<file path="config.mk">
export PLATFORM = sky130hd
export DESIGN_NAME = bcd_updown_counter
export DESIGN_NICKNAME = d
export VERILOG_FILES = /design/src/core/bcd_step.v /design/src/core/bcd_updown_counter.v /design/src/core/terminal_decode.v
export VERILOG_INCLUDE_DIRS = /design/src /design/src/pkg
export SDC_FILE = /design/constraint.sdc
export NUM_CORES = 1
export LEC_CHECK = 0
export BUFFER_PORTS_ARGS = -buffer_cell sky130_fd_sc_hd__buf_2
export CORE_ASPECT_RATIO = 0.8
export CORE_MARGIN = 10
export CORE_UTILIZATION = 35
export DETAILED_ROUTE_END_ITERATION = 10
export PLACE_DENSITY_LB_ADDON = 0.08
export RECOVER_POWER = 25
export SLEW_MARGIN = 20
export SYNTH_ARGS = -nofsm -noshare
export SYNTH_HDL_FRONTEND = slang
export SYNTH_SLANG_ARGS = --single-unit
</file>
<file path="constraint.sdc">
create_clock -name pclk -period 1.7 [get_ports pclk]
set_input_delay 0.085 -clock pclk [delete_from_list [all_inputs] [get_ports pclk]]
set_output_delay 0.085 -clock pclk [all_outputs]
set_load 0.1 [all_outputs]
</file>
<file path="src/pkg/bcd_counter_defs.vh">
`ifndef BCD_COUNTER_DEFS_VH
`define BCD_COUNTER_DEFS_VH

// count layout
`define CNT_W 4
`define CNT_MAX 4'h9
`define CNT_MIN 4'h0
`define CNT_RST 4'h0

// apb register byte offsets
`define ADDR_W 12
`define OFS_CTRL 12'h000
`define OFS_STATUS 12'h004
`define OFS_STEPS 12'h008

// control fields
`define CTRL_INHIBIT 0
`define CTRL_RST 32'h0000_0000

// status fields
`define ST_CNT_LSB 0
`define ST_TERM 4
`define ST_RIPPLE_N 5
`define ST_PRESET 6
`define ST_DIR 7

// step counter
`define STEPS_W 16
`define STEPS_RST 16'h0000

`endif

</file>
<file path="src/core/bcd_step.v">
`timescale 1ns/100ps
`default_nettype none
`include "bcd_counter_defs.vh"

module bcd_step (
  input wire [`CNT_W-1:0] count_in,
  input wire count_down,
  output wire [`CNT_W-1:0] count_next
);

  // modulo-ten step; codes 10..15 after a preset fall back into range
  function [`CNT_W-1:0] bcd_next;
    input [`CNT_W-1:0] cur;
    input down;
    begin
      if (down) begin
        if (cur == `CNT_MIN || cur > `CNT_MAX) begin
          bcd_next = `CNT_MAX;
        end else begin
          bcd_next = cur - 4'h1;
        end
      end else begin
        if (cur >= `CNT_MAX) begin
          bcd_next = `CNT_MIN;
        end else begin
          bcd_next = cur + 4'h1;
        end
      end
    end
  endfunction

  assign count_next = bcd_next(count_in, count_down);

endmodule
`default_nettype wire

</file>
<file path="src/core/bcd_updown_counter.v">
// Chosen here: the APB interface to the registers and the register addresses.
`timescale 1ns/100ps
`default_nettype none
`include "bcd_counter_defs.vh"

module bcd_updown_counter (
  input wire pclk,
  input wire presetn,
  input wire psel,
  input wire penable,
  input wire pwrite,
  input wire [`ADDR_W-1:0] paddr,
  input wire [31:0] pwdata,
  input wire [3:0] pstrb,
  output wire [31:0] prdata,
  output wire pready,
  output wire pslverr,
  input wire clock_pulse,
  input wire count_enable_n,
  input wire count_down,
  input wire preset_strobe_n,
  input wire [`CNT_W-1:0] preset_value,
  output wire [`CNT_W-1:0] count_value,
  output wire terminal_flag,
  output wire ripple_pulse_n
);

  ////////////////////////////////////////////////////////////////////
  // declarations

  reg [`CNT_W-1:0] count_ff;
  reg [`CNT_W-1:0] nxt_count;
  reg cp_prev_ff;
  reg ripple_low_ff;
  reg nxt_ripple_low;
  reg inhibit_ff;
  reg nxt_inhibit;
  reg [`STEPS_W-1:0] steps_ff;
  reg [`STEPS_W-1:0] nxt_steps;
  reg [31:0] rdata_ff;
  reg [31:0] nxt_rdata;
  reg err_ff;
  reg nxt_err;
  wire [`CNT_W-1:0] step_value;
  wire preset_on;
  wire enable_n;
  wire cp_rise;
  wire cp_fall;
  wire count_step;
  wire apb_setup;
  wire apb_wr;
  wire apb_rd;
  wire hit_ctrl;
  wire hit_status;
  wire hit_steps;
  wire [31:0] status_word;

  ////////////////////////////////////////////////////////////////////
  // input edges and gating

  assign preset_on = ~preset_strobe_n;
  // software inhibit acts like holding the enable pin high
  assign enable_n = count_enable_n | inhibit_ff;
  // inputs are taken as synchronous, so a plain previous-sample compare will do
  assign cp_rise = clock_pulse & ~cp_prev_ff;
  assign cp_fall = ~clock_pulse & cp_prev_ff;
  // levels sampled only at the rise
  assign count_step = cp_rise & ~enable_n & ~preset_on;

  ////////////////////////////////////////////////////////////////////
  // count

  bcd_step u_step (
    .count_in(count_ff),
    .count_down(count_down),
    .count_next(step_value)
  );

  always @* begin
    nxt_count = count_ff;
    if (preset_on) begin
      nxt_count = preset_value;
    end else if (count_step) begin
      nxt_count = step_value;
    end
  end

  always @(posedge pclk or negedge presetn) begin
    if (!presetn) begin
      count_ff <= `CNT_RST;
      cp_prev_ff <= 1'b0;
    end else begin
      count_ff <= nxt_count;
      cp_prev_ff <= clock_pulse;
    end
  end

  // preset bypasses the clock
  // the bypass mux makes the count output combinational while the strobe is low
  assign count_value = preset_on ? preset_value : count_ff;

  ////////////////////////////////////////////////////////////////////
  // terminal flag and ripple

  // flag follows count and direction only
  // decoded, may glitch; never a clock
  terminal_decode u_term (
    .count_in(count_value),
    .count_down(count_down),
    .terminal(terminal_flag)
  );

  always @* begin
    nxt_ripple_low = ripple_low_ff;
    // low from fall until next rise
    if (cp_rise) begin
      nxt_ripple_low = 1'b0;
    end else if (cp_fall && !enable_n && terminal_flag) begin
      nxt_ripple_low = 1'b1;
    end
  end

  always @(posedge pclk or negedge presetn) begin
    if (!presetn) begin
      ripple_low_ff <= 1'b0;
    end else begin
      ripple_low_ff <= nxt_ripple_low;
    end
  end

  assign ripple_pulse_n = ~(ripple_low_ff & terminal_flag & ~enable_n);

  ////////////////////////////////////////////////////////////////////
  // apb slave, zero wait states

  assign apb_setup = psel & ~penable;
  assign apb_wr = psel & penable & pwrite;
  assign apb_rd = psel & penable & ~pwrite;
  assign hit_ctrl = (paddr == `OFS_CTRL);
  assign hit_status = (paddr == `OFS_STATUS);
  assign hit_steps = (paddr == `OFS_STEPS);

  assign status_word = {24'h00_0000, count_down, preset_on, ripple_pulse_n,
                        terminal_flag, count_value};

  always @* begin
    nxt_inhibit = inhibit_ff;
    if (apb_wr && hit_ctrl && pstrb[0]) begin
      nxt_inhibit = pwdata[`CTRL_INHIBIT];
    end
  end

  // a step in the same cycle as a clearing write survives as one
  always @* begin
    nxt_steps = steps_ff;
    if (apb_wr && hit_steps) begin
      nxt_steps = `STEPS_RST;
    end
    if (count_step) begin
      if (apb_wr && hit_steps) begin
        nxt_steps = 16'h0001;
      end else begin
        nxt_steps = steps_ff + 16'h0001;
      end
    end
  end

  // read data and error are registered in setup so they stand in access
  always @* begin
    nxt_rdata = 32'h0000_0000;
    nxt_err = 1'b0;
    if (apb_setup) begin
      if (hit_ctrl) begin
        nxt_rdata = {31'h0000_0000, inhibit_ff};
      end else if (hit_status) begin
        nxt_rdata = status_word;
        nxt_err = pwrite;
      end else if (hit_steps) begin
        nxt_rdata = {16'h0000, steps_ff};
      end else begin
        nxt_err = 1'b1;
      end
      if (pwrite) begin
        nxt_rdata = 32'h0000_0000;
      end
    end else if (psel && penable) begin
      nxt_rdata = rdata_ff;
      nxt_err = err_ff;
    end
  end

  always @(posedge pclk or negedge presetn) begin
    if (!presetn) begin
      inhibit_ff <= 1'b0;
      steps_ff <= `STEPS_RST;
      rdata_ff <= 32'h0000_0000;
      err_ff <= 1'b0;
    end else begin
      inhibit_ff <= nxt_inhibit;
      steps_ff <= nxt_steps;
      rdata_ff <= nxt_rdata;
      err_ff <= nxt_err;
    end
  end

  assign pready = 1'b1;
  assign prdata = apb_rd ? rdata_ff : 32'h0000_0000;
  assign pslverr = psel & penable & err_ff;

endmodule
`default_nettype wire

</file>
<file path="src/core/terminal_decode.v">
`timescale 1ns/100ps
`default_nettype none
`include "bcd_counter_defs.vh"

module terminal_decode (
  input wire [`CNT_W-1:0] count_in,
  input wire count_down,
  output wire terminal
);

  assign terminal = count_down ? (count_in == `CNT_MIN) : (count_in == `CNT_MAX);

endmodule
`default_nettype wire

</file>
### After elaboration in Yosys (flattened, before gate mapping)

Cells that the tools add are included.

* add/sub/neg operators: 3
* magnitude comparators: 2
* equality and inequality tests: 5
* mux-type cells: 24
* bitwise logic cells: 19
* reductions and logical operators: 13

Operators by type and width (number)
* $mux 32: 4
* $mux 16: 6
* $mux 4: 6
* $add 16x1->16 const B: 1
* $eq 12x3->1 const B: 1
* $eq 12x4->1 const B: 1
* $logic_not 12->1: 1
* $and 1x1->1: 11
* $logic_not 4->1: 2
* $mux 1: 8
* $not 1->1: 7
* $logic_and 1x1->1: 6
* $add 4x1->4 const B: 1
* $eq 4x4->1 const B: 1
* $ge 4x4->1 const B: 1
* $gt 4x4->1 const B: 1
* $reduce_bool 2->1: 2
* $sub 4x1->4 const B: 1
* $ne 2x1->1 const B: 1
* $ne 2x2->1 const B: 1
* $logic_not 1->1: 1
* $logic_or 1x1->1: 1
* $or 1x1->1: 1

* register bits: 56
* bits of input ports: 61
* output and inout bits: 40
* logic and storage cells: 73

### Longest topological paths before layout

Gate-level depths: netlist (run 1).

* depth in word-level cells: 10
* gate-level depth with buffers: 7
* depth with buffers taken out: 7

### By module

A second synthesis (run 1) with hierarchy kept.

* cell total of the unflattened synthesis: 280
* area, all modules: 2519.9 um^2

Modules (own cells, without submodules)
* bcd_updown_counter: instances 1, cells each 242, area each 2245.9 um^2, sequential area each 1001.0 um^2
* bcd_step: instances 1, cells each 35, area each 245.2 um^2, sequential area each 0.0 um^2
* terminal_decode: instances 1, cells each 3, area each 28.8 um^2, sequential area each 0.0 um^2

### Worst setup path after synthesis (run 1)

OpenSTA, ideal clock, no wires.

* path kind: input to output
* from: in preset_strobe_n
* to: out ripple_pulse_n
* data arrival time: 3.756 ns
* data required time: 1.615 ns
* slack: -2.141 ns
* stages: 4
* buffers on the path: 1
* path through: buf_2 > o21ai_0 > a2111oi_0 > inv_1

* longest elaborated chain between the ends: 6
* elaborated cells on any way between the ends: 7
* classes of those cells: eq/ne (1); mux (2); bitwise (3); reduce/logical (1)

RTL lines
* start: declaration: line bcd_updown_counter.v:21 `input wire preset_strobe_n,`
* $mux 4 *: line bcd_updown_counter.v:100 `assign count_value = preset_on ? preset_value : count_ff;`
* net count_value[0]: line bcd_updown_counter.v:23 `` output wire [`CNT_W-1:0] count_value, ``
* $eq 4x4->1 (no line) / $logic_not 4->1 (equally long branches)
* $mux 1 *: line terminal_decode.v:11 `` assign terminal = count_down ? (count_in == `CNT_MIN) : (count_in == `CNT_MAX); ``
* $and 1x1->1 * (2 in a row): line bcd_updown_counter.v:131 `assign ripple_pulse_n = ~(ripple_low_ff & terminal_flag & ~enable_n);`
* $not 1->1 *: line bcd_updown_counter.v:131
* end: declaration: line bcd_updown_counter.v:25 `output wire ripple_pulse_n`

Mark *: on every way through the listed nets, which the timed path passes. The rest lies on a longest branch.

### Final worst setup path (run 1)

* from: reg inhibit_ff
* to: reg steps_ff[13]

* longest elaborated chain between the ends: 5
* elaborated cells on any way between the ends: 6
* classes of those cells: mux (1); bitwise (4); reduce/logical (1)

RTL lines
* start: declaration: line bcd_updown_counter.v:36 `reg inhibit_ff;`
* start signal: assignment: line bcd_updown_counter.v:199 `inhibit_ff <= nxt_inhibit;`
* $or 1x1->1 *: line bcd_updown_counter.v:63 `assign enable_n = count_enable_n | inhibit_ff;`
* $not 1->1 *: line bcd_updown_counter.v:68 `assign count_step = cp_rise & ~enable_n & ~preset_on;`
* $and 1x1->1 * (2 in a row): line bcd_updown_counter.v:68
* $mux 16 / $reduce_bool 2->1 (equally long branches)
* end signal: assignment: line bcd_updown_counter.v:195 `` steps_ff <= `STEPS_RST; ``
* end signal: assignment: line bcd_updown_counter.v:200 `steps_ff <= nxt_steps;`
* end: declaration: line bcd_updown_counter.v:38 `` reg [`STEPS_W-1:0] steps_ff; ``

Mark *: on every way between the ends. The rest lies on a longest branch, timed or not.
A chain may end at the register's enable or synchronous reset.

==> results of run 1 <==
==> per-layer routing <==
metal  global-route usage, %  vias up  routed length, um
li1                        -     1177                  -
met1                   19.27     1172               3743
met2                   21.40       74               3336
met3                   3.266        7                524
met4                   4.105        0                 80
met5                       0        -                  0
==> worst max-delay path, cell delays in order (launching register included) <==
cell,delay (ns)
dfrtp_1,0.41
nor4b_2,0.32
buf_4,0.18
nand4_1,0.10
buf_6,0.17
or4_4,0.41
a21oi_2,0.14
==> power breakdown <==
group | switching [uW] | internal, uW | total (uW)
combinational | 540 | 244 | 784
clock | 367 | 481 | 847
sequential | 67.3 | 1010 | 1070
==> synthesized netlist by cell type (8+ instances only) <==
cell type  instances
dfrtp_1           40
a22o_1             8
nand2_1           12
buf_4             17
and2_1            20
a21oi_1           11
inv_1             14
nor2_1            15
o21ai_0           18
==> metrics by stage <==
step | hold WS, ns | setup WS [ns] | total power [uW] | TNS [ns]
after floorplan | -0.2106 | -0.7734 | 1621 | -1.584
after global placement | 0.2300 | -0.1363 | 1812 | -0.5557
after detailed placement | 0.2101 | -0.07583 | 1823 | -0.5645
after CTS | 0.01901 | -0.1131 | 2706 | -0.7588
after global routing | 0.01764 | -0.1840 | 2844 | -1.333
final | 0.02361 | -0.1057 | 2706 | -0.5750
==> repair_timing <==
action	in CTS	in global routing
pin swaps	2	10
resized for setup	16	22
hold buffers	2	0
hold endpoints to repair	33	0
gates cloned	0	1
buffers inserted	2	2
setup endpoints to repair	13	17
==> area by class of cell <==
| type | count | area share (%) |
|---|---|---|
| Timing Repair Buffer | 104 | 25.25 |
| Clock buffer | 6 | 2.187 |
| Clock inverter | 2 | 1.027 |
| Multi-Input combinational cell | 208 | 40.52 |
| Tap cell | 87 | 2.883 |
| Sequential cell | 40 | 26.54 |
| Inverter | 14 | 1.590 |
==> final timing paths <==
| path | end | cells past startpoint |
|---|---|---|
| max | steps_ff[13] | 6 |
| min reg2reg | rdata_ff[15] | 1 |
| min | inhibit_ff | 2 |
| max reg2reg | steps_ff[13] | 6 |
| min in group asynchronous | count_ff[1] | 2 |
| max in group asynchronous | rdata_ff[2] | 3 |
==> flip-flops by register name, summed over array words and instances (netlist names) <==
name / cells
count_ff: 4
err_ff: 1
cp_prev_ff: 1
inhibit_ff: 1
ripple_low_ff: 1
rdata_ff: 16
steps_ff: 16
==> logic make-up (layout without fill, tap and decap cells) <==
kind of cell	Yosys count	count (layout)
xor gates and xnor gates	8	8
and+or+nand+nor	105	105
muxes	3	3
buffers and inverters	44	126
DFF	40	40
other	2	17
adders and majority gates	4	4
AOI/OAI and AO/OA	71	71
==> impl_metrics.env, run 1 <==
export IMPL_cp_max_fo=9
export IMPL_syn_to_final_growth_pct=47.72
export IMPL_seq_area_frac_synth_pct=39.16
export IMPL_boundaryPins=101
export IMPL_drt_first_pass_iters=4
export IMPL_syn_avg_cell_area_sq_um=9.228
export IMPL_synth_compound_area_share_pct=19.33
export IMPL_wire_per_inst_um=16.67
export IMPL_cap_violations=0
export IMPL_min_period_over_period_pct=106.2
export IMPL_synth_ff_type="dfrtp_1"
export IMPL_synthAdderAreaFrac_pct=1.958
export IMPL_drive_gt1_share_pct=42.78
export IMPL_synth_edf_count=0
export IMPL_grt_pass1_wl_um=12330
export IMPL_ys_ff_latch=40
export IMPL_synthCells=277
export IMPL_vias=2430
export IMPL_skew_ns=0.007855
export IMPL_drc=0
export IMPL_rows=27
export IMPL_synth_top_cell_area_share_pct=39.16
export IMPL_routed_wl_um=7686
export IMPL_fillCellCount=655
export IMPL_cts_made_buffers=5
export IMPL_drv_slew=0
export IMPL_vias_per_cell=5.271
export IMPL_initial_core_util_pct=36.55
export IMPL_cp_end_kind="flip-flop"
export IMPL_clk_pin_slew_ns=0.09
export IMPL_multi_input_area_sq_um=1530
export IMPL_synth_xor_area_share_pct=2.741
export IMPL_yosys_warnings=0
export IMPL_gp_congestion=0.8120
export IMPL_ys_async_sr_fraction_pct=100.0
export IMPL_dp_cells=446
export IMPL_synthMuxAreaShare_pct=1.224
export IMPL_final_area_sq_um=3776
export IMPL_grt_max_degree=35
export IMPL_stdcell_count=461
export IMPL_port_buffers=49
export IMPL_synth_area_top_cells="dfrtp_1 (39%), buf_4 (5.0%), and2_1 (4.9%)"
export IMPL_clock_sinks=40
export IMPL_ys_types=55
export IMPL_die_h_um=96.44
export IMPL_antenna_cells=0
export IMPL_finalHoldViolCount=0
export IMPL_violations="negative setup slack"
export IMPL_synth_top_family_by_area="simple AND/OR/NAND/NOR gates"
export IMPL_reg2reg_from="inhibit_ff"
export IMPL_synth_simple_area_share_pct=25.80
export IMPL_worstSkewPairLatency_ns=0.30
export IMPL_coreArea_sq_um=6993
export IMPL_die_w_um=115.5
export IMPL_grt_overflow_total=0
export IMPL_layout_nets=438
export IMPL_ir_drop_uv=506.5
export IMPL_max_freq_ghz=0.5538
export IMPL_h_tree_depth=2
export IMPL_antenna_left=0
export IMPL_min_path_type="in2reg"
export IMPL_clockRootBuffer="clkbuf_8"
export IMPL_dpl_cell_area_sq_um=3456
export IMPL_grt_antenna_before_repair=0
export IMPL_layout_setup_ws_ns=-0.1057
export IMPL_worst_pin_slew_ns=0.8635
export IMPL_power_leakage_uw=0.001705
export IMPL_final_util_pct=54.00
export IMPL_cp_arrival_ns=2.04
export IMPL_maxSlewHeadroom_pct=42.43
export IMPL_hp_start="pwdata[0]"
export IMPL_dpl_hpwl_um=6051
export IMPL_initialDrtViolationCount=114
export IMPL_ctsLongestPathBuffers=2
export IMPL_rrSetupSlack_ns=-0.11
export IMPL_period_needed_ns=1.806
export IMPL_syn_area_sq_um=2556
export IMPL_yosys_area_top_type="dfrtp_1"
export IMPL_ff_latch_area_sq_um=1002
export IMPL_worstPathRequired_ns=1.93
export IMPL_status="finished with violations"
export IMPL_setup_viol=9
export IMPL_grt_pass1_vias=2386
export IMPL_layout_common_cells="buf_4 (48), dfrtp_1 (39), buf_2 (30), buf_12 (19), conb_1 (17)"
export IMPL_crit_start="inhibit_ff"
export IMPL_grt_total_usage_pct=13.99
export IMPL_final_common_cell="buf_4"
export IMPL_grt_setup_unrepaired="true"
export IMPL_p_per_area_nw_per_um2=716.5
export IMPL_dieArea_sq_um=11140
export IMPL_critPathKind="reg2reg"
export IMPL_startpoint_type="flip-flop"
export IMPL_cts_tree="done"
(Power assumes the default switching activity.)
==> run 2: changes to the inputs <==
- MAX_ROUTING_LAYER: default -> met4
==> impl_metrics.env, run 2 (synthesis results as in run 1) <==
export IMPL_cpMaxStageDelayCell="dfrtp_1"
export IMPL_layout_common_cells="buf_4 (48), dfrtp_1 (39), buf_2 (30), buf_12 (19), conb_1 (17)"
export IMPL_ctsLongestPathBuffers=2
export IMPL_fillCellCount=655
export IMPL_grt_pass1_vias=2389
export IMPL_dpl_hpwl_um=6051
export IMPL_routed_wl_um=7686
export IMPL_rrSetupSlack_ns=-0.11
export IMPL_ir_drop_uv=506.5
export IMPL_initialDrtViolationCount=114
export IMPL_final_util_pct=54.00
export IMPL_coreArea_sq_um=6993
export IMPL_cts_tree="done"
export IMPL_cp_top_family="simple AND/OR/NAND/NOR gates"
export IMPL_critPathKind="reg2reg"
export IMPL_min_period_over_period_pct=106.2
export IMPL_port_buffers=49
export IMPL_rows=27
export IMPL_dp_cells=446
export IMPL_clk_pin_slew_ns=0.09
export IMPL_startpoint_type="flip-flop"
export IMPL_cp_max_fo=9
export IMPL_clockRootBuffer="clkbuf_8"
export IMPL_layout_setup_ws_ns=-0.1057
export IMPL_drc=0
export IMPL_dpl_cell_area_sq_um=3456
export IMPL_cp_end_kind="flip-flop"
export IMPL_min_path_type="in2reg"
export IMPL_wire_per_inst_um=16.67
export IMPL_cap_violations=0
export IMPL_drive_gt1_share_pct=42.78
export IMPL_finalHoldViolCount=0
export IMPL_antenna_left=0
export IMPL_vias_per_cell=5.271
export IMPL_p_per_area_nw_per_um2=716.5
export IMPL_grt_total_usage_pct=14.40
export IMPL_status="finished with violations"
export IMPL_vias=2430
export IMPL_cts_made_buffers=5
export IMPL_initial_core_util_pct=36.55
export IMPL_drt_first_pass_iters=4
export IMPL_syn_to_final_growth_pct=47.72
export IMPL_grt_max_degree=35
export IMPL_critical_path_buf_inv_count=2
export IMPL_period_needed_ns=1.806
export IMPL_grt_pass1_wl_um=12320
export IMPL_grt_setup_unrepaired="true"
export IMPL_final_common_cell="buf_4"
export IMPL_cp_arrival_ns=2.04
export IMPL_worstSkewPairLatency_ns=0.30
export IMPL_die_h_um=96.44
export IMPL_critPathMaxStageDelay_ns=0.41
export IMPL_h_tree_depth=2
export IMPL_grt_overflow_total=0
export IMPL_power_leakage_uw=0.001705
export IMPL_layout_nets=438
export IMPL_skew_ns=0.007858
export IMPL_max_freq_ghz=0.5538
export IMPL_violations="negative setup slack"
export IMPL_clock_sinks=40
export IMPL_die_w_um=115.5
export IMPL_final_area_sq_um=3776
export IMPL_grt_antenna_before_repair=0
export IMPL_dieArea_sq_um=11140
export IMPL_worstPathRequired_ns=1.93
export IMPL_cp_cell_sequence="nor4b_2 > buf_4 > nand4_1 > buf_6 > or4_4 > a21oi_2"
export IMPL_stdcell_count=461
export IMPL_gp_congestion=0.8239
export IMPL_largest_registers="rdata_ff x16, steps_ff x16, count_ff x4"
export IMPL_worst_pin_slew_ns=0.8635
export IMPL_antenna_cells=0
export IMPL_setup_viol=9
export IMPL_drv_slew=0
export IMPL_boundaryPins=101
export IMPL_maxSlewHeadroom_pct=42.43
## run 2: cell counts in the layout (fill, tap and decap cells not counted)
Identical to the previous run, type by type.
## run 2: cell type report
type	count	area (sq um)	area share [%]
flip-flops and latches	40	1002	26.54
inverters	14	60.06	1.590
well taps	87	108.9	2.883
clock buffers	6	82.58	2.187
clock inverters	2	38.79	1.027
multi-input cells	208	1530	40.52
repair buffers	104	953.4	25.25
## run 2: final timing paths
path / start / to / depth (start not counted)
min in group asynchronous: presetn / count_ff[1] / 2
worst max register to register: inhibit_ff / steps_ff[13] / 6
max in group asynchronous: presetn / rdata_ff[2] / 3
worst min-delay path: pwdata[0] / inhibit_ff / 2
worst max-delay path: inhibit_ff / steps_ff[13] / 6
worst min register to register: rdata_ff[15] / rdata_ff[15] / 1
## run 2: layer usage
| metal | routed length [um] | global-route usage [%] | up-vias |
|---|---|---|---|
| met4 | 80 | 4.105 | 0 |
| li1 | - | - | 1177 |
| met1 | 3743 | 19.20 | 1172 |
| met2 | 3336 | 21.45 | 74 |
| met3 | 524 | 3.266 | 7 |
| met5 | 0 | - | - |
## run 2: power by group
part	leakage, uW	total [uW]	internal, uW	switching, uW
registers	0.000539	1070	1010	67.3
logic	0.00110	784	244	540
clock network	0.0000614	847	481	367
total	0.00171	2710	1730	974
## run 2: repair_timing
action / in CTS / in global routing
resized for setup: 16 / 22
pin swaps: 2 / 10
gates cloned: 0 / 1
setup endpoints to repair: 13 / 17
hold buffers: 2 / 0
buffers inserted: 2 / 2
endpoints found under the hold margin: 33 / 0
## run 2: metrics by stage
step | setup slack [ns] | total power (uW) | hold slack (ns) | TNS [ns]
after floorplan | -0.7734 | 1621 | -0.2106 | -1.584
after CTS | -0.1131 | 2706 | 0.01901 | -0.7588
after detailed placement | -0.07583 | 1823 | 0.2101 | -0.5645
after global placement | -0.1363 | 1812 | 0.2300 | -0.5557
final | -0.1057 | 2706 | 0.02362 | -0.5748
after global routing | -0.1840 | 2844 | 0.01763 | -1.333
